File: src/hdl/ccp_pkg.sv
// shared constants of the raster display timing controller
package ccp_pkg;
  localparam int REG_CNT = 20;
  localparam logic [4:0] IDX_HTOT = 5'h00;
  localparam logic [4:0] IDX_HDISP = 5'h01;
  localparam logic [4:0] IDX_HSPOS = 5'h02;
  localparam logic [4:0] IDX_SYNCW = 5'h03;
  localparam logic [4:0] IDX_VTOT = 5'h04;
  localparam logic [4:0] IDX_VADJ = 5'h05;
  localparam logic [4:0] IDX_VDISP = 5'h06;
  localparam logic [4:0] IDX_VSPOS = 5'h07;
  localparam logic [4:0] IDX_MODE = 5'h08;
  localparam logic [4:0] IDX_LINES = 5'h09;
  localparam logic [4:0] IDX_CSTART = 5'h0A;
  localparam logic [4:0] IDX_CEND = 5'h0B;
  localparam logic [4:0] IDX_STARTH = 5'h0C;
  localparam logic [4:0] IDX_STARTL = 5'h0D;
  localparam logic [4:0] IDX_CURH = 5'h0E;
  localparam logic [4:0] IDX_CURL = 5'h0F;
  localparam logic [4:0] IDX_LPENH = 5'h10;
  localparam logic [4:0] IDX_LPENL = 5'h11;
  localparam logic [4:0] IDX_UPDH = 5'h12;
  localparam logic [4:0] IDX_UPDL = 5'h13;
  localparam logic [4:0] IDX_DUMMY = 5'h1F;
  // mode control field positions
  localparam int MODE_ROWCOL = 2;
  localparam int MODE_TRANSP = 3;
  localparam int MODE_DE_DLY = 4;
  localparam int MODE_CUR_DLY = 5;
  // scan status field positions
  localparam int STAT_VBLANK = 5;
  localparam int STAT_LPFULL = 6;
  localparam int STAT_UPDRDY = 7;
  // cursor mode field in cursor start register
  localparam logic [1:0] CUR_OFF = 2'h1;
  localparam logic [1:0] CUR_BLINK16 = 2'h2;
  localparam int BLINK16_BIT = 3;
  localparam int BLINK32_BIT = 4;
  localparam logic [7:0] REG_RST = 8'h00;
  localparam logic [4:0] PTR_RST = 5'h00;
  localparam logic [13:0] LIGHT_PEN_STROBE_AHEAD = 14'h0002;
  localparam logic [4:0] VSYNC_ZERO_W = 5'h10;
endpackage : ccp_pkg

File: src/hdl/ccp_hbus_if.sv
// register transfer signals between host port and timing core
`timescale 1ns/10ps
interface ccp_hbus_if;
  logic wr_stb;
  logic rd_stb;
  logic rs;
  logic [7:0] wdata;
  logic [7:0] rdata;
  logic rdrive;
  modport port (output wr_stb, output rd_stb, output rs, output wdata,
                input rdata, input rdrive);
  modport core (input wr_stb, input rd_stb, input rs, input wdata,
                output rdata, output rdrive);
endinterface : ccp_hbus_if

File: src/hdl/ccp_host_port.sv
// host bus port: pin synchronisers, transfer strobes, data bus drive
`timescale 1ns/10ps
module ccp_host_port (
  input wire logic ref_clk_i, // system clock
  input wire logic rst_b_i, // async reset, active low
  input wire logic phi2_i, // host bus clock pin
  input wire logic cs_n_i, // chip select, active low
  input wire logic register_select_i, // low: pointer/status, high: data reg
  input wire logic rw_i, // high read, low write
  input wire logic [7:0] host_data_lines_i, // data bus in
  output logic [7:0] host_data_lines_o, // data bus out
  output logic host_data_lines_oe_o, // data bus drive enable
  ccp_hbus_if.port bus // transfer strobes to the core
);
  logic [11:0] meta_r;
  logic [11:0] sync_r;
  logic phi2_d_r;
  logic phi2_s, cs_n_s, rs_s, rw_s;
  logic [7:0] dat_s;

  // first stage feeds only the second stage
  always_ff @(posedge ref_clk_i or negedge rst_b_i) begin
    if (!rst_b_i) begin
      meta_r <= 12'h002;
      sync_r <= 12'h002;
    end else begin
      meta_r <= {host_data_lines_i, rw_i, register_select_i, cs_n_i, phi2_i};
      sync_r <= meta_r;
    end
  end

  assign phi2_s = sync_r[0];
  assign cs_n_s = sync_r[1];
  assign rs_s = sync_r[2];
  assign rw_s = sync_r[3];
  assign dat_s = sync_r[11:4];

  always_ff @(posedge ref_clk_i or negedge rst_b_i) begin
    if (!rst_b_i) begin
      phi2_d_r <= 1'b0;
    end else begin
      phi2_d_r <= phi2_s;
    end
  end

  // a transfer commits on the falling edge of the host clock, so a stopped
  // clock simply holds the bus cycle open
  always_ff @(posedge ref_clk_i or negedge rst_b_i) begin
    if (!rst_b_i) begin
      bus.wr_stb <= 1'b0;
      bus.rd_stb <= 1'b0;
      bus.wdata <= 8'h00;
    end else begin
      bus.wr_stb <= phi2_d_r && !phi2_s && !cs_n_s && !rw_s;
      bus.rd_stb <= phi2_d_r && !phi2_s && !cs_n_s && rw_s;
      bus.wdata <= dat_s;
    end
  end

  assign bus.rs = rs_s;

  always_ff @(posedge ref_clk_i or negedge rst_b_i) begin
    if (!rst_b_i) begin
      host_data_lines_o <= 8'h00;
      host_data_lines_oe_o <= 1'b0;
    end else begin
      host_data_lines_o <= bus.rdata;
      host_data_lines_oe_o <= phi2_s && !cs_n_s && rw_s && bus.rdrive;
    end
  end
endmodule : ccp_host_port

File: src/hdl/ccp_crt_core.sv
// raster timing core: registers, scan counters, video outputs
`timescale 1ns/10ps
module ccp_crt_core (
  input wire logic ref_clk_i, // 50 MHz system clock
  input wire logic rst_b_i, // async reset, active low
  input wire logic phi2_i, // host bus clock pin
  input wire logic cs_n_i, // chip select, active low
  input wire logic register_select_i, // register select
  input wire logic rw_i, // high read, low write
  input wire logic [7:0] host_data_lines_i, // data bus in
  output logic [7:0] host_data_lines_o, // data bus out
  output logic host_data_lines_oe_o, // data bus drive enable
  input wire logic character_clock_i, // character clock pin
  input wire logic scan_reset_n_i, // scan reset pin, active low
  input wire logic light_pen_strobe_i, // light pen pin
  output logic hsync_o, // horizontal sync
  output logic vsync_o, // vertical sync
  output logic disp_en_o, // display enable
  output logic cursor_o, // cursor
  output logic [13:0] video_mem_addr_o, // video memory address
  output logic [4:0] raster_line_addr_o // raster line, top bit may strobe
);
  ccp_hbus_if hb ();

  ccp_host_port u_port (
    .ref_clk_i(ref_clk_i),
    .rst_b_i(rst_b_i),
    .phi2_i(phi2_i),
    .cs_n_i(cs_n_i),
    .register_select_i(register_select_i),
    .rw_i(rw_i),
    .host_data_lines_i(host_data_lines_i),
    .host_data_lines_o(host_data_lines_o),
    .host_data_lines_oe_o(host_data_lines_oe_o),
    .bus(hb.port)
  );

  function automatic logic [7:0] reg_mask(input logic [4:0] idx);
    unique case (idx)
      ccp_pkg::IDX_VTOT, ccp_pkg::IDX_VDISP, ccp_pkg::IDX_VSPOS,
      ccp_pkg::IDX_CSTART: reg_mask = 8'h7F;
      ccp_pkg::IDX_VADJ, ccp_pkg::IDX_LINES, ccp_pkg::IDX_CEND: reg_mask = 8'h1F;
      ccp_pkg::IDX_STARTH, ccp_pkg::IDX_CURH, ccp_pkg::IDX_UPDH: reg_mask = 8'h3F;
      default: reg_mask = 8'hFF;
    endcase
  endfunction : reg_mask

  // ---------------- character side pin synchronisers ----------------
  logic [2:0] cmeta_r;
  logic [2:0] csync_r;
  logic character_clock_d_r;
  logic light_pen_strobe_d_r;
  logic tick;
  logic run;
  logic light_pen_strobe_rise;

  always_ff @(posedge ref_clk_i or negedge rst_b_i) begin
    if (!rst_b_i) begin
      cmeta_r <= 3'h0;
      csync_r <= 3'h0;
      character_clock_d_r <= 1'b0;
      light_pen_strobe_d_r <= 1'b0;
    end else begin
      cmeta_r <= {light_pen_strobe_i, scan_reset_n_i, character_clock_i};
      csync_r <= cmeta_r;
      character_clock_d_r <= csync_r[0];
      light_pen_strobe_d_r <= csync_r[2];
    end
  end

  assign tick = csync_r[0] && !character_clock_d_r;
  assign run = csync_r[1];
  assign light_pen_strobe_rise = csync_r[2] && !light_pen_strobe_d_r;

  // ---------------- register file ----------------
  logic [7:0] regs_r [0:ccp_pkg::REG_CNT-1];
  logic [4:0] ptr_r;
  logic [13:0] upd_addr_r;
  logic [13:0] light_pen_strobe_addr_r;
  logic lp_full_r, upd_rdy_r, upd_pend_r;
  logic vblank_r;
  logic upd_stb;
  logic sel_wr, sel_rd, dummy_hit, light_pen_strobe_rd;

  assign sel_wr = hb.wr_stb && hb.rs;
  assign sel_rd = hb.rd_stb && hb.rs;
  assign dummy_hit = (sel_wr || sel_rd) && (ptr_r == ccp_pkg::IDX_DUMMY);
  assign light_pen_strobe_rd = sel_rd && (ptr_r == ccp_pkg::IDX_LPENH || ptr_r == ccp_pkg::IDX_LPENL);

  always_ff @(posedge ref_clk_i or negedge rst_b_i) begin
    if (!rst_b_i) begin
      ptr_r <= ccp_pkg::PTR_RST;
    end else if (hb.wr_stb && !hb.rs) begin
      ptr_r <= hb.wdata[4:0];
    end
  end

  // control registers are reset only by the system reset, never by scan reset
  always_ff @(posedge ref_clk_i or negedge rst_b_i) begin
    if (!rst_b_i) begin
      for (int i = 0; i < ccp_pkg::REG_CNT; i++) begin
        regs_r[i] <= ccp_pkg::REG_RST;
      end
    end else if (sel_wr && ptr_r < ccp_pkg::IDX_LPENH) begin
      regs_r[ptr_r] <= hb.wdata & reg_mask(ptr_r);
    end
  end

  always_ff @(posedge ref_clk_i or negedge rst_b_i) begin
    if (!rst_b_i) begin
      upd_addr_r <= 14'h0000;
    end else if (sel_wr && ptr_r == ccp_pkg::IDX_UPDH) begin
      upd_addr_r[13:8] <= hb.wdata[5:0];
    end else if (sel_wr && ptr_r == ccp_pkg::IDX_UPDL) begin
      upd_addr_r[7:0] <= hb.wdata;
    end else if (upd_stb) begin
      upd_addr_r <= upd_addr_r + 14'h0001;
    end
  end

  always_comb begin
    hb.rdrive = !hb.rs || (ptr_r != ccp_pkg::IDX_DUMMY);
    hb.rdata = 8'h00;
    if (!hb.rs) begin
      hb.rdata[ccp_pkg::STAT_VBLANK] = vblank_r;
      hb.rdata[ccp_pkg::STAT_LPFULL] = lp_full_r;
      hb.rdata[ccp_pkg::STAT_UPDRDY] = upd_rdy_r;
    end else begin
      unique case (ptr_r)
        ccp_pkg::IDX_CURH: hb.rdata = regs_r[ccp_pkg::IDX_CURH];
        ccp_pkg::IDX_CURL: hb.rdata = regs_r[ccp_pkg::IDX_CURL];
        ccp_pkg::IDX_LPENH: hb.rdata = {2'b00, light_pen_strobe_addr_r[13:8]};
        ccp_pkg::IDX_LPENL: hb.rdata = light_pen_strobe_addr_r[7:0];
        default: hb.rdata = 8'h00;
      endcase
    end
  end

  // flags: both sides run on the system clock after synchronisation, and a
  // set in the same cycle as a clear wins so no event is lost
  always_ff @(posedge ref_clk_i or negedge rst_b_i) begin
    if (!rst_b_i) begin
      lp_full_r <= 1'b0;
    end else if (light_pen_strobe_rise && run) begin
      lp_full_r <= 1'b1;
    end else if (light_pen_strobe_rd) begin
      lp_full_r <= 1'b0;
    end
  end

  always_ff @(posedge ref_clk_i or negedge rst_b_i) begin
    if (!rst_b_i) begin
      upd_rdy_r <= 1'b0;
    end else if (upd_stb) begin
      upd_rdy_r <= 1'b1;
    end else if (dummy_hit) begin
      upd_rdy_r <= 1'b0;
    end
  end

  always_ff @(posedge ref_clk_i or negedge rst_b_i) begin
    if (!rst_b_i) begin
      upd_pend_r <= 1'b0;
    end else if (dummy_hit) begin
      upd_pend_r <= 1'b1;
    end else if (upd_stb) begin
      upd_pend_r <= 1'b0;
    end
  end

  // ---------------- scan counters ----------------
  logic [7:0] h_r;
  logic [4:0] line_r;
  logic [6:0] row_r;
  logic [4:0] adj_r;
  logic in_adj_r;
  logic [13:0] ma_r, row_start_r;
  logic [4:0] vs_cnt_r;
  logic [4:0] field_r;
  logic [13:0] start_addr, cur_addr;
  logic h_end, l_end, r_end, f_end;

  assign start_addr = {regs_r[ccp_pkg::IDX_STARTH][5:0], regs_r[ccp_pkg::IDX_STARTL]};
  assign cur_addr = {regs_r[ccp_pkg::IDX_CURH][5:0], regs_r[ccp_pkg::IDX_CURL]};
  assign h_end = h_r == regs_r[ccp_pkg::IDX_HTOT];
  assign l_end = line_r == regs_r[ccp_pkg::IDX_LINES][4:0];
  assign r_end = !in_adj_r && row_r == regs_r[ccp_pkg::IDX_VTOT][6:0];
  assign f_end = in_adj_r ? (adj_r == regs_r[ccp_pkg::IDX_VADJ][4:0])
                          : (l_end && r_end && regs_r[ccp_pkg::IDX_VADJ][4:0] == 5'h00);

  always_ff @(posedge ref_clk_i or negedge rst_b_i) begin
    if (!rst_b_i) begin
      h_r <= 8'h00;
      line_r <= 5'h00;
      row_r <= 7'h00;
      adj_r <= 5'h00;
      in_adj_r <= 1'b0;
      field_r <= 5'h00;
    end else if (!run) begin
      h_r <= 8'h00;
      line_r <= 5'h00;
      row_r <= 7'h00;
      adj_r <= 5'h00;
      in_adj_r <= 1'b0;
    end else if (tick) begin
      h_r <= h_end ? 8'h00 : h_r + 8'h01;
      if (h_end) begin
        if (f_end) begin
          line_r <= 5'h00;
          row_r <= 7'h00;
          adj_r <= 5'h00;
          in_adj_r <= 1'b0;
          field_r <= field_r + 5'h01;
        end else if (in_adj_r) begin
          adj_r <= adj_r + 5'h01;
        end else if (l_end) begin
          line_r <= 5'h00;
          if (r_end) begin
            in_adj_r <= 1'b1;
            adj_r <= 5'h01;
          end else begin
            row_r <= row_r + 7'h01;
          end
        end else begin
          line_r <= line_r + 5'h01;
        end
      end
    end
  end

  // address counter restarts each line at the row start address
  always_ff @(posedge ref_clk_i or negedge rst_b_i) begin
    if (!rst_b_i) begin
      ma_r <= 14'h0000;
      row_start_r <= 14'h0000;
    end else if (!run) begin
      ma_r <= start_addr;
      row_start_r <= start_addr;
    end else if (tick) begin
      if (h_end && f_end) begin
        ma_r <= start_addr;
        row_start_r <= start_addr;
      end else if (h_end && l_end && !in_adj_r) begin
        ma_r <= row_start_r + {6'h00, regs_r[ccp_pkg::IDX_HDISP]};
        row_start_r <= row_start_r + {6'h00, regs_r[ccp_pkg::IDX_HDISP]};
      end else if (h_end) begin
        ma_r <= row_start_r;
      end else begin
        ma_r <= ma_r + 14'h0001;
      end
    end
  end

  // vertical sync width counts scan lines; a width of zero means sixteen
  always_ff @(posedge ref_clk_i or negedge rst_b_i) begin
    if (!rst_b_i) begin
      vs_cnt_r <= 5'h00;
    end else if (!run) begin
      vs_cnt_r <= 5'h00;
    end else if (tick && h_end) begin
      if (!in_adj_r && l_end && !r_end &&
          row_r + 7'h01 == regs_r[ccp_pkg::IDX_VSPOS][6:0]) begin
        vs_cnt_r <= (regs_r[ccp_pkg::IDX_SYNCW][7:4] == 4'h0) ? ccp_pkg::VSYNC_ZERO_W
                    : {1'b0, regs_r[ccp_pkg::IDX_SYNCW][7:4]};
      end else if (vs_cnt_r != 5'h00) begin
        vs_cnt_r <= vs_cnt_r - 5'h01;
      end
    end
  end

  // ---------------- output stage ----------------
  logic [7:0] h_rel;
  logic de_now, cur_now, hs_now, blink_ok, upd_now;
  logic de_prev_r, cur_prev_r;
  logic [7:0] mode;

  assign mode = regs_r[ccp_pkg::IDX_MODE];
  assign h_rel = h_r - regs_r[ccp_pkg::IDX_HSPOS];
  assign hs_now = h_r >= regs_r[ccp_pkg::IDX_HSPOS] &&
                  h_rel < {4'h0, regs_r[ccp_pkg::IDX_SYNCW][3:0]};
  assign de_now = h_r < regs_r[ccp_pkg::IDX_HDISP] && !in_adj_r &&
                  row_r < regs_r[ccp_pkg::IDX_VDISP][6:0];
  assign upd_now = mode[ccp_pkg::MODE_TRANSP] && upd_pend_r &&
                   h_r == regs_r[ccp_pkg::IDX_HDISP];
  assign upd_stb = run && tick && upd_now;

  always_comb begin
    unique case (regs_r[ccp_pkg::IDX_CSTART][6:5])
      2'h0: blink_ok = 1'b1;
      ccp_pkg::CUR_OFF: blink_ok = 1'b0;
      ccp_pkg::CUR_BLINK16: blink_ok = field_r[ccp_pkg::BLINK16_BIT];
      default: blink_ok = field_r[ccp_pkg::BLINK32_BIT];
    endcase
  end

  assign cur_now = blink_ok && de_now && ma_r == cur_addr &&
                   line_r >= regs_r[ccp_pkg::IDX_CSTART][4:0] &&
                   line_r <= regs_r[ccp_pkg::IDX_CEND][4:0];

  always_ff @(posedge ref_clk_i or negedge rst_b_i) begin
    if (!rst_b_i) begin
      hsync_o <= 1'b0;
      vsync_o <= 1'b0;
      disp_en_o <= 1'b0;
      cursor_o <= 1'b0;
      de_prev_r <= 1'b0;
      cur_prev_r <= 1'b0;
      video_mem_addr_o <= 14'h0000;
      raster_line_addr_o <= 5'h00;
    end else if (!run) begin
      hsync_o <= 1'b0;
      vsync_o <= 1'b0;
      disp_en_o <= 1'b0;
      cursor_o <= 1'b0;
      de_prev_r <= 1'b0;
      cur_prev_r <= 1'b0;
      video_mem_addr_o <= 14'h0000;
      raster_line_addr_o <= 5'h00;
    end else if (tick) begin
      hsync_o <= hs_now;
      // the width counter loads on the last tick of the row before, so it alone
      // frames the pulse; an extra start term would widen it by one character
      vsync_o <= vs_cnt_r != 5'h00;
      de_prev_r <= de_now;
      cur_prev_r <= cur_now;
      disp_en_o <= mode[ccp_pkg::MODE_DE_DLY] ? de_prev_r : de_now;
      cursor_o <= mode[ccp_pkg::MODE_CUR_DLY] ? cur_prev_r : cur_now;
      if (upd_now) begin
        video_mem_addr_o <= upd_addr_r;
      end else if (mode[ccp_pkg::MODE_ROWCOL]) begin
        video_mem_addr_o <= {row_r[5:0], h_r};
      end else begin
        video_mem_addr_o <= ma_r;
      end
      raster_line_addr_o[3:0] <= line_r[3:0];
      raster_line_addr_o[4] <= mode[ccp_pkg::MODE_TRANSP] ? upd_now : line_r[4];
    end
  end

  always_ff @(posedge ref_clk_i or negedge rst_b_i) begin
    if (!rst_b_i) begin
      vblank_r <= 1'b0;
    end else begin
      vblank_r <= run && (in_adj_r || row_r >= regs_r[ccp_pkg::IDX_VDISP][6:0]);
    end
  end

  // pen edge is taken against the running counter, two characters ahead
  always_ff @(posedge ref_clk_i or negedge rst_b_i) begin
    if (!rst_b_i) begin
      light_pen_strobe_addr_r <= 14'h0000;
    end else if (light_pen_strobe_rise && run) begin
      light_pen_strobe_addr_r <= ma_r + ccp_pkg::LIGHT_PEN_STROBE_AHEAD;
    end
  end
endmodule : ccp_crt_core

File: config.mk
export PLATFORM = sky130hd
export DESIGN_NAME = ccp_crt_core
export DESIGN_NICKNAME = d
export VERILOG_FILES = /design/src/hdl/ccp_pkg.sv /design/src/hdl/ccp_hbus_if.sv /design/src/hdl/ccp_host_port.sv /design/src/hdl/ccp_crt_core.sv
export SDC_FILE = /design/constraint.sdc
export NUM_CORES = 1
export LEC_CHECK = 0
export ABC_AREA = 1
export ABC_CLOCK_PERIOD_IN_PS = 3040
export BUFFER_PORTS_ARGS = -buffer_cell sky130_fd_sc_hd__buf_2
export CAP_MARGIN = 20
export CORE_MARGIN = 5
export CORE_UTILIZATION = 50
export DETAILED_ROUTE_END_ITERATION = 10
export PLACE_DENSITY = 0.66
export SYNTH_ARGS = -nofsm -noshare
export SYNTH_HDL_FRONTEND = slang
export SYNTH_SLANG_ARGS = --single-unit
File: constraint.sdc
create_clock -name ref_clk_i -period 3.04 [get_ports ref_clk_i]
set_input_delay 0.152 -clock ref_clk_i [delete_from_list [all_inputs] [get_ports ref_clk_i]]
set_output_delay 0.152 -clock ref_clk_i [all_outputs]
set_load 0.02 [all_outputs]
== Yosys cells after proc, flatten, opt, wreduce, memory -nomap -nowiden ==
Memories as Yosys holds them, arrays and structs flattened.
Index checks and enable logic that the tools add are counted.

* ROM bits: 96
* Flip-flop bits (word level): 338
* Output and inout bits: 32
* Word-level logic and storage cells: 264
* Memories kept: 1
* Bits of input ports: 17

* $lt $le $gt $ge: 10
* Add/sub/neg operators: 11
* Muxes and demuxes: 84
* Eq/ne operators: 28
* Bitwise logic cells: 3
* Reduce and logical (&&, ||, !) cells: 70

{| class="wikitable"
|+ Memories
! name !! depth !! width !! rd ports !! clocked after memory_dff !! wr ports !! line !! source
|-
| (no name shown) || 32 || 3 || 1 || 0 || 0 || ccp_crt_core.sv:39 || <nowiki>unique case (idx)</nowiki>
|}

{| class="wikitable"
|+ Operator list
! cell !! number
|-
| 14-bit 2-to-1 mux || 14
|-
| 160-bit bitwise mux || 1
|-
| 5-bit 2-to-1 mux || 21
|-
| 7-bit 2-to-1 mux || 7
|-
| 8-bit 2-to-1 mux || 6
|-
| 1-bit logical AND || 41
|-
| 8-bit demux with 5-bit select || 1
|-
| 8-bit one-hot mux with 4 select lines || 1
|-
| 1-bit 2-to-1 mux || 29
|-
| 14-bit by 1-bit adder with 14-bit output (second input constant) || 2
|-
| 5-bit equality test (second input constant) || 5
|-
| 8-bit equality test || 2
|-
| 5-bit by 1-bit adder with 5-bit output (second input constant) || 3
|-
| 14-bit by 2-bit adder with 14-bit output (second input constant) || 1
|-
| 14-bit by 8-bit adder with 14-bit output || 1
|-
| 14-bit equality test || 1
|-
| 7-bit equality test || 2
|-
| 6-bit 2-to-1 mux || 2
|-
| 5-bit by 4-bit equality test with 1-bit output (second input constant) || 2
|-
| 5-bit equality test || 2
|-
| 2-bit AND reduction || 5
|-
| 3-bit by 1-bit != test with 1-bit output (second input constant) || 3
|-
| 8-bit by 1-bit adder with 8-bit output (second input constant) || 1
|-
| 8-bit bitwise AND || 1
|-
| other kinds (34) || 52
|}

== Depth between registers and ports, before layout ==
Gate-level depths: netlist of run 1.

* Depth after elaboration: 10
* Gate-level depth with buffers: 15
* Gate-level depth less buffers: 15

== Cells and area by module ==
From an unflattened synthesis of run 1, not the netlist that was laid out.

* Cells, all modules: 1934
* Area, all modules: 15248.4 um^2

{| class="wikitable"
|+ By module, submodules not included
! module !! cells each !! instances !! area an instance (um^2)
|-
| ccp_crt_core || 1880 || 1 || 14104.8
|-
| ccp_host_port || 54 || 1 || 1143.6
|}

== Worst setup path before layout of run 1 ==
OpenSTA, ideal clock, no wires.

* Kind: register to register
* Start: reg h_r[0]
* End: reg hsync_o
* Setup slack: 0.910 ns
* Path buffers: 0
* Arrival time: 2.047 ns
* Cell stages (with the launch flop): 14
* Cells stage by stage: dfrtp_1 -> inv_1 -> ha_1 -> inv_1 -> fa_1 -> xor2_1 -> ha_1 -> inv_1 -> o21bai_1 -> nand2_1 -> nand3_1 -> a31oi_1 -> nand3_1 -> o21ai_0

* Longest elaborated chain between the ends: 5
* Elaborated cells on any way between the ends: 6
* Classes of those cells: add/sub (1); order compare (2); mux (2); reduce/logical (1)

{| class="wikitable"
|+ Ends and longest elaborated chain
! element !! line !! source
|-
| from (decl) || ccp_crt_core.sv:172 || <nowiki>logic [7:0] h_r;</nowiki>
|-
| from (signal assigned) || ccp_crt_core.sv:206 || <nowiki>h_r <= h_end ? 8'h00 : h_r + 8'h01;</nowiki>
|-
| 8-bit subtractor || ccp_crt_core.sv:278 || <nowiki>assign h_rel = h_r - regs_r[ccp_pkg::IDX_HSPOS];</nowiki>
|-
| 8-bit by 4-bit less-than comparator with 1-bit output || ccp_crt_core.sv:280 || <nowiki>h_rel < {4'h0, regs_r[ccp_pkg::IDX_SYNCW][3:0]};</nowiki>
|-
| 1-bit logical AND (*) || ccp_crt_core.sv:279 || <nowiki>assign hs_now = h_r >= regs_r[ccp_pkg::IDX_HSPOS] &&</nowiki>
|-
| 1-bit 2-to-1 mux (*) || ccp_crt_core.sv:319 || <nowiki>end else if (tick) begin</nowiki>
|-
| 1-bit 2-to-1 mux (*) || ccp_crt_core.sv:310 || <nowiki>end else if (!run) begin</nowiki>
|-
| to (signal assigned) || ccp_crt_core.sv:320 || <nowiki>hsync_o <= hs_now;</nowiki>
|-
| to (decl) || ccp_crt_core.sv:16 || <nowiki>output logic hsync_o,</nowiki>
|}

Every way passes the cells marked *; elsewhere a longest branch is shown, timed or not. The select of a mux whose other input is x is not followed.
A chain may end at the register's enable or synchronous reset.

== Worst setup path after layout of run 1 ==
* Start: reg h_r[1]
* End: reg ma_r[0]

* Longest elaborated chain between the ends: 7
* Elaborated cells on any way between the ends: 9
* Classes of those cells: eq/ne (1); mux (5); reduce/logical (3)

{| class="wikitable"
|+ Ends and longest elaborated chain
! element !! line !! source
|-
| 8-bit equality test (*) || ccp_crt_core.sv:185 || <nowiki>assign h_end = h_r == regs_r[ccp_pkg::IDX_HTOT];</nowiki>
|-
| 1-bit logical AND (2 in a row) || ccp_crt_core.sv:243 || <nowiki>end else if (h_end && l_end && !in_adj_r) begin</nowiki>
|-
| 14-bit 2-to-1 mux || ccp_crt_core.sv:243 ||
|-
| 14-bit 2-to-1 mux (*) || ccp_crt_core.sv:240 || <nowiki>if (h_end && f_end) begin</nowiki>
|-
| 14-bit 2-to-1 mux (*) || ccp_crt_core.sv:239 || <nowiki>end else if (tick) begin</nowiki>
|-
| 14-bit 2-to-1 mux (*) || ccp_crt_core.sv:236 || <nowiki>end else if (!run) begin</nowiki>
|-
| to (signal assigned) || ccp_crt_core.sv:237 || <nowiki>ma_r <= start_addr;</nowiki>
|-
| to (signal assigned) || ccp_crt_core.sv:241 || <nowiki>ma_r <= start_addr;</nowiki>
|-
| to (signal assigned) || ccp_crt_core.sv:244 || <nowiki>ma_r <= row_start_r + {6'h00, regs_r[ccp_pkg::IDX_HDISP]};</nowiki>
|-
| to (decl) || ccp_crt_core.sv:177 || <nowiki>logic [13:0] ma_r, row_start_r;</nowiki>
|}

Marks and branches as above.

==> metrics.md, run 1 <==
| Metric | Value |
|---|---|
| Antenna violations before repair | `0` |
| Post-synth EDFFs | `0` |
| Pre-CTS setup slack | `397 ps` |
| Clock-pin slew reported for the worst setup and hold paths after clock tree synthesis | `60 ps` |
| Grt met3 use | `0.0414` |
| Most frequent standard cell in the layout excluding fill and tap cells | `nand2_1` |
| Row count | `64` |
| First-pass GRT wire length | `70600 um` |
| Maximum operating frequency | `362 MHz` |
| Hold slack | `143 ps` |
| Fin crit period | `2760 ps` |
| Starting utilization of the core area | `0.502` |
| Aggregate global-route resource usage | `0.264` |
| Worst setup SP type | `flop` |
| Worst skew pair latency | `520 ps` |
| Arrival time worst endpoint | `3150 ps` |
| Port Buffers | `48` |
| Overflow after GRT | `0` |
| Fraction of the cycle the final worst path needs | `0.909` |
| Mean instance size in the synthesized netlist | `7.83 sq um` |
| Outcome | `completed` |
| CTS HTree Levels | `2` |
| Number of maximum-capacitance constraint violations | `0` |
| Leakage dissipation | `8.37 nW` |
| Vias after detailed routing | `13200` |
| #FFs+latches synth | `287` |
| Register area | `0.00718 sq mm` |
| Drt via density | `5.41` |
| Crit-path leading delay family | `simple AND/OR/NAND/NOR gates` |
| # Post-CTS Setup Buffers | `0` |
| First drt pass iteration count | `5` |
| Number of warning messages in the yosys log | `0` |
| Core footprint | `0.0304 sq mm` |
| DRT iter0 DRCs | `1233` |
| CP cell instances | `inv_2 -> nand2_1 -> nand2_1 -> nand2_1 -> nor2_2 -> nand2_2 -> nand2_4 -> nand2_2 -> inv_2 -> nand3_2 -> nor2_1 -> nor2_1` |
| TritonCTS clock tree | `yes` |
| Relative slew margins | `0.394` |
| Most used cells in the layout excluding fill and tap cells | `nand2_1 (581), dfrtp_1 (285), inv_1 (216)` |
| Global-route met2 utilization | `0.414` |
| Total setup violations reported at the end of the flow | `0` |
| Classification of the worst setup path | `flop to flop` |
| Max incr delay on CP | `510 ps` |
| Busiest layer in global routing | `met2` |
| Total standard cell area after synthesis | `0.0153 sq mm` |
| Post-route cell area | `0.0173 sq mm` |
| Minimum setup slack in the final design | `276 ps` |
| Buffer type at the clock tree root | `clkbuf_16` |
| Proportion of register bits with asynchronous set or reset after synthesis | `1.00` |
| Fin Setup TNS | `0 ps` |
| Cell Int Power | `0.00787 W` |
| Switching power as a share of total power | `0.353` |
| Number of global-route vias before repair | `12800` |
| TritonCTS Buffers | `34` |
| Critical path buffer and inverter count | `2` |
| Number of cells after detailed placement | `2363` |
| Cell seen most often among critical-path stages | `nand2_1` |
| Die outline width | `185 um` |
| Largest net degree at the start of global routing | `88` |
| Data required, critical path | `3430 ps` |
| Worst Skew | `12.9 ps` |
| Detail Route Antenna Nets | `0` |
| Num ports | `49` |
| Hold Violations, Final | `0` |
| Element type at the critical path end | `flop` |
| Worst IR drop on VDD | `0.000516 V` |
| Cts repair resizes | `0` |
| Detailed Route WL | `44200 um` |
| Die Area | `0.0342 sq mm` |
| Sequential group share of total power | `0.395` |
| Worst-path maximum fanout | `22` |
| Buffer depth of the longest clock path | `3` |
| Final Instance Count excl. Fillers | `2441` |
| Distinct cell type count after synthesis | `55` |
| Total half-perimeter wirelength after legalization and detailed placement | `31900 um` |
| Cells after synthesis | `1953` |
| Sinks on Clock Net | `287` |
| Setup repair after global routing missed its margin | `no` |
| Syn_nets | `2027` |
| Switching power of the nets | `0.00430 W` |
| Height of the die | `185 um` |
| RD Place Congestion | `0.951` |
| Sequential element share of the synthesized area | `0.470` |
| Ratio of cells with drive above 1 in the final layout | `0.0827` |
| Slew at the pin with the worst max-slew slack | `908 ps` |
| Multi-input gate area | `0.00698 sq mm` |
| Area growth syn-to-layout | `13.3%` |
| Wire length per cell after detailed routing | `18.1 um` |
| Number of nets in the layout | `2093` |
| Power share of the combinational group | `0.262` |
| Placed cell area | `0.0160 sq mm` |
| Slew Viols, Final | `0` |
| Number of remaining DRC errors | `0` |
| Top FF cell, synth | `dfrtp_1` |
| Proportion of power drawn by the clock network | `0.343` |
| Cell at the slowest stage of the critical path | `nand3_2` |
| Worst hold path type | `input pin to asynchronous set/reset pin` |
| Met1 track demand over resource | `0.374` |
| Number of filler instances in the final layout | `2803` |
| PD cells | `703 mW/mm^2` |
-- Yosys cell counts (3+ instances only) --
library cell  instances  area share
inv_1               216       0.053
xor2_1               35       0.020
a21oi_1              57       0.019
o21ai_1              28      0.0092
nand4_1              29       0.012
buf_6                 3      0.0022
nor2_2                5      0.0020
o21ai_0             197       0.064
clkbuf_1             40      0.0098
inv_2                11      0.0027
dfrtp_1             285        0.47
ha_1                 55       0.045
nand3_1             124       0.041
nor3_1               18      0.0059
nor2_1              135       0.033
nand2_4               4      0.0029
nand2_2               6      0.0025
nor4_1                5      0.0020
nand3_2               3      0.0020
nand3b_1              7      0.0034
a41oi_1               3      0.0017
a31oi_1               8      0.0033
o211ai_1             10      0.0049
nand2_1             581        0.14
buf_2                14      0.0046
xnor2_1              34       0.019
-- sequential cells by signal (all words and copies together), names as in the netlist, 3 cells and up --
register and count:
row_r 7, ptr_r 5, h_r 8, upd_addr_r 14, video_mem_addr_o 14, u_port.meta_r 12, line_r 5, regs_r 91
u_port.bus.wdata 8, light_pen_strobe_addr_r 14, u_port.host_data_lines_o 8, vs_cnt_r 5, csync_r 3, cur_addr 14, adj_r 5, raster_line_addr_o 5
mode 4, field_r 5, ma_r 14, u_port.sync_r 12, cmeta_r 3, row_start_r 14
-- final timing paths --
check                                 start                  end  slack (ps)  depth (start not counted)
setup / recovery                     h_r[1]              ma_r[0]         280                         12
hold / removal                      rst_b_i               h_r[4]         140                          2
setup reg to reg                     h_r[1]              ma_r[0]         280                         12
hold reg to reg            u_port.sync_r[6]  u_port.bus.wdata[2]         330                          0
max in group asynchronous           rst_b_i     u_port.sync_r[1]        2070                          3
min in group ref_clk_i       scan_reset_n_i           cmeta_r[1]         270                          2
-- power groups by stage --
stage                     combinational [W]  sequential (W)  clock [W]
final                               0.00319         0.00481    0.00417
after global placement              0.00308         0.00486          0
after global routing                0.00360         0.00486    0.00443
after detailed placement            0.00314         0.00485          0
after CTS                           0.00318         0.00480    0.00425
after floorplan                     0.00229         0.00463          0
-- area by class of cell --
class,instances,share of cell area
Timing Repair Buffer,91,0.0376
Multi-Input combinational cell,1377,0.403
Clock inverter,12,0.00947
Inverter,228,0.0494
Antenna cell,1,0.000145
Clock buffer,49,0.0571
Tap cell,396,0.0286
Sequential cell,287,0.415
-- metrics by stage --
step            util  total power (W)
2_1_floorplan      -          0.00692
3_3_place_gp   0.526          0.00794
3_5_place_dp   0.526          0.00800
4_1_cts        0.569           0.0122
5_1_grt        0.569           0.0129
6_report       0.569           0.0122
-- logic make-up (layout without fill, tap and decap cells) --
group,count (synthesis),count (layout),synth area share
adders and majority gates,57,57,0.0476
and+or+nand+nor,927,927,0.256
other,0,1,0
xor gates and xnor gates,69,69,0.0395
DFF,287,287,0.470
buffers and inverters,289,380,0.0741
AOI/OAI and AO/OA,324,324,0.113
-- what timing repair did --
| item | 4_1_cts | 5_1_grt |
|---|---|---|
| hold buffers | 16 | 0 |
| endpoints found under the hold margin | 60 | 0 |
| setup endpoints to repair | 0 | 0 |
-- metal layers --
metal / vias up / wire (um)
met5: - / 0
met4: 0 / 1590
met3: 89 / 3000
met2: 419 / 20300
met1: 6261 / 19400
li1: 6448 / -
Note: power is estimated with default switching activity, not from simulation.
==> run 2: changes to the inputs <==
--- a/config.mk
+++ b/config.mk
@@ -11,3 +11,2 @@
 export CAP_MARGIN = 20
-export CORE_MARGIN = 5
 export CORE_UTILIZATION = 50
==> constraint.sdc (replaced) <==
create_clock -name ref_clk_i -period 3.04 [get_ports ref_clk_i]
set_input_delay 0.304 -clock ref_clk_i [delete_from_list [all_inputs] [get_ports ref_clk_i]]
set_output_delay 0.304 -clock ref_clk_i [all_outputs]
set_load 0.02 [all_outputs]
==> metrics.md, run 2 (synthesis results as in run 1) <==
| Metric | Value |
|---|---|
| Detail Route Antenna Nets | `0 (unchanged)` |
| Sinks on Clock Net | `287 (unchanged)` |
| Vias after detailed routing | `13300 (+0.26%)` |
| Worst Skew | `23.8 ps (+11.0 ps)` |
| Number of remaining DRC errors | `0 (unchanged)` |
| Slew Viols, Final | `0 (unchanged)` |
| Classification of the worst setup path | `flop to flop` |
| Worst IR drop on VDD | `0.000588 V (+14%)` |
| Buffer depth of the longest clock path | `3 (unchanged)` |
| Leakage dissipation | `8.37 nW (about the same)` |
| Number of nets in the layout | `2092 (-0.048%)` |
| TritonCTS clock tree | `yes` |
| Util after Layout | `0.579 (+0.0103)` |
| Num ports | `49 (unchanged)` |
| Slew at the pin with the worst max-slew slack | `948 ps (+40.0 ps)` |
| Grt met3 use | `0.0442 (+0.00281)` |
| Ratio of cells with drive above 1 in the final layout | `0.0832 (+0.000530)` |
| Port Buffers | `48 (unchanged)` |
| Worst skew pair latency | `530 ps (about the same)` |
| Buffer type at the clock tree root | `clkbuf_16` |
| Die Area | `0.0313 sq mm (-8.5%)` |
| Arrival time worst endpoint | `3060 ps (-90 ps)` |
| Hold Violations, Final | `0 (unchanged)` |
| Die outline width | `177 um (-4.3%)` |
| Placed cell area | `0.0160 sq mm (about the same)` |
| Most used cells in the layout excluding fill and tap cells | `nand2_1 (581), dfrtp_1 (285), inv_1 (216)` |
| Post-route cell area | `0.0173 sq mm (about the same)` |
| Drt via density | `5.45 (+0.59%)` |
| Hold slack | `342 ps (+198 ps)` |
| Number of maximum-capacitance constraint violations | `0 (unchanged)` |
| TritonCTS Buffers | `34 (unchanged)` |
| Met1 track demand over resource | `0.403 (+0.0294)` |
| Busiest layer in global routing | `met2` |
| Element type at the critical path end | `flop` |
| Outcome | `completed` |
| Relative slew margins | `0.368 (-0.0267)` |
| CTS HTree Levels | `2 (unchanged)` |
| Height of the die | `177 um (-4.3%)` |
| Max incr delay on CP | `500 ps (about the same)` |
| Total setup violations reported at the end of the flow | `0 (unchanged)` |
| Number of global-route vias before repair | `12900 (+0.86%)` |
| Worst hold path type | `flop to flop` |
| CP cell instances | `xnor2_1 -> nand2_1 -> nor2_2 -> nand2_2 -> nand2_4 -> nand2_2 -> inv_2 -> nand3_2 -> nor2_1 -> nor2_1` |
| Worst-path maximum fanout | `22 (unchanged)` |
| Cts repair resizes | `0 (unchanged)` |
| Detailed Route WL | `44400 um (+0.48%)` |
| PD cells | `707 mW/mm^2 (+0.59%)` |
| Data required, critical path | `3440 ps (about the same)` |
| First-pass GRT wire length | `70000 um (-0.74%)` |
| First drt pass iteration count | `6 (+1)` |
| DRT iter0 DRCs | `1209 (-1.9%)` |
| Cell at the slowest stage of the critical path | `nand3_2` |
| Clock-pin slew reported for the worst setup and hold paths after clock tree synthesis | `60 ps (about the same)` |
| Antenna violations before repair | `0 (unchanged)` |
| Flip-flop count of the largest register after layout | `91 (unchanged)` |
| Maximum operating frequency | `375 MHz (+3.7%)` |
| Fraction of the cycle the final worst path needs | `0.877 (-0.0327)` |
| Global-route met2 utilization | `0.459 (+0.0457)` |
| RD Place Congestion | `0.952 (about the same)` |
| Count of antenna diodes in the layout | `0 (-1)` |
| Number of filler instances in the final layout | `2762 (-1.5%)` |
| Area growth syn-to-layout | `13.2% (about the same)` |
| Total half-perimeter wirelength after legalization and detailed placement | `31900 um (+0.14%)` |
| Largest net degree at the start of global routing | `88 (unchanged)` |
| Aggregate global-route resource usage | `0.294 (+0.0300)` |
| Setup repair after global routing missed its margin | `no` |
| Most flop-heavy register | `regs_r` |
| Fin Setup TNS | `0 ps (unchanged)` |
| Most frequent standard cell in the layout excluding fill and tap cells | `nand2_1` |
| Worst setup SP type | `flop` |
| Overflow after GRT | `0 (unchanged)` |
| Core footprint | `0.0299 sq mm (-1.8%)` |
| Row count | `63 (-1.6%)` |
| Fin crit period | `2660 ps (-99.5 ps)` |
| Starting utilization of the core area | `0.512 (+0.00932)` |
| Wire length per cell after detailed routing | `18.3 um (+0.81%)` |
==> run 2: cell type report <==
type	instances	area (sq um)	area share
multi-input cells	1377	6980	0.403
inverters	228	856	0.0494
clock inverters	16	210	0.0121
repair buffers	90	643	0.0372
well taps	390	488	0.0282
flip-flops and latches	287	7180	0.415
clock buffers	45	953	0.0551
==> run 2: where the power goes <==
group / internal [W] / switching, W / leakage [nW]
Sequential: 0.00425 / 0.000572 / 3.80
Combinational: 0.00107 / 0.00208 / 3.99
Clock: 0.00257 / 0.00169 / 0.572
Total: 0.00789 / 0.00434 / 8.37
==> run 2: what timing repair did <==
action,4_1_cts,5_1_grt
hold buffers,16,0
setup buffers,0,0
hold endpoints to repair,97,0
==> run 2: layer usage <==
layer  routed length (um)  up-vias
li1                     -     6436
met1                19600     6243
met2                19800      446
met3                 3010      127
met4                 2040        0
met5                    0        -
==> run 2: stage by stage <==
step           std cells  total power (W)  worst slack (ps)
6_report            2433           0.0122               375
5_1_grt             2433           0.0129               198
4_1_cts             2433           0.0123               449
3_5_place_dp        2356          0.00796               485
3_3_place_gp        2356          0.00791               560
2_1_floorplan       1953          0.00692               910
==> run 2: critical path, delay by kind of cell, from the launching register on <==
kind	cells	cell delay, ps
buf+inv	1	260
flops	1	470
xor+xnor	1	190
simple gates	8	1590
==> run 2: path summary, 6_finish.rpt <==
path	start	to	slack [ps]	depth (start not counted)
max	h_r[3]	ma_r[0]	380	10
min	u_port.meta_r[8]	u_port.sync_r[8]	340	0
max reg2reg	h_r[3]	ma_r[0]	380	10
min reg2reg	u_port.meta_r[8]	u_port.sync_r[8]	340	0
max in group asynchronous	rst_b_i	u_port.host_data_lines_o[6]	1680	3
min in group asynchronous	rst_b_i	regs_r[147]	400	2
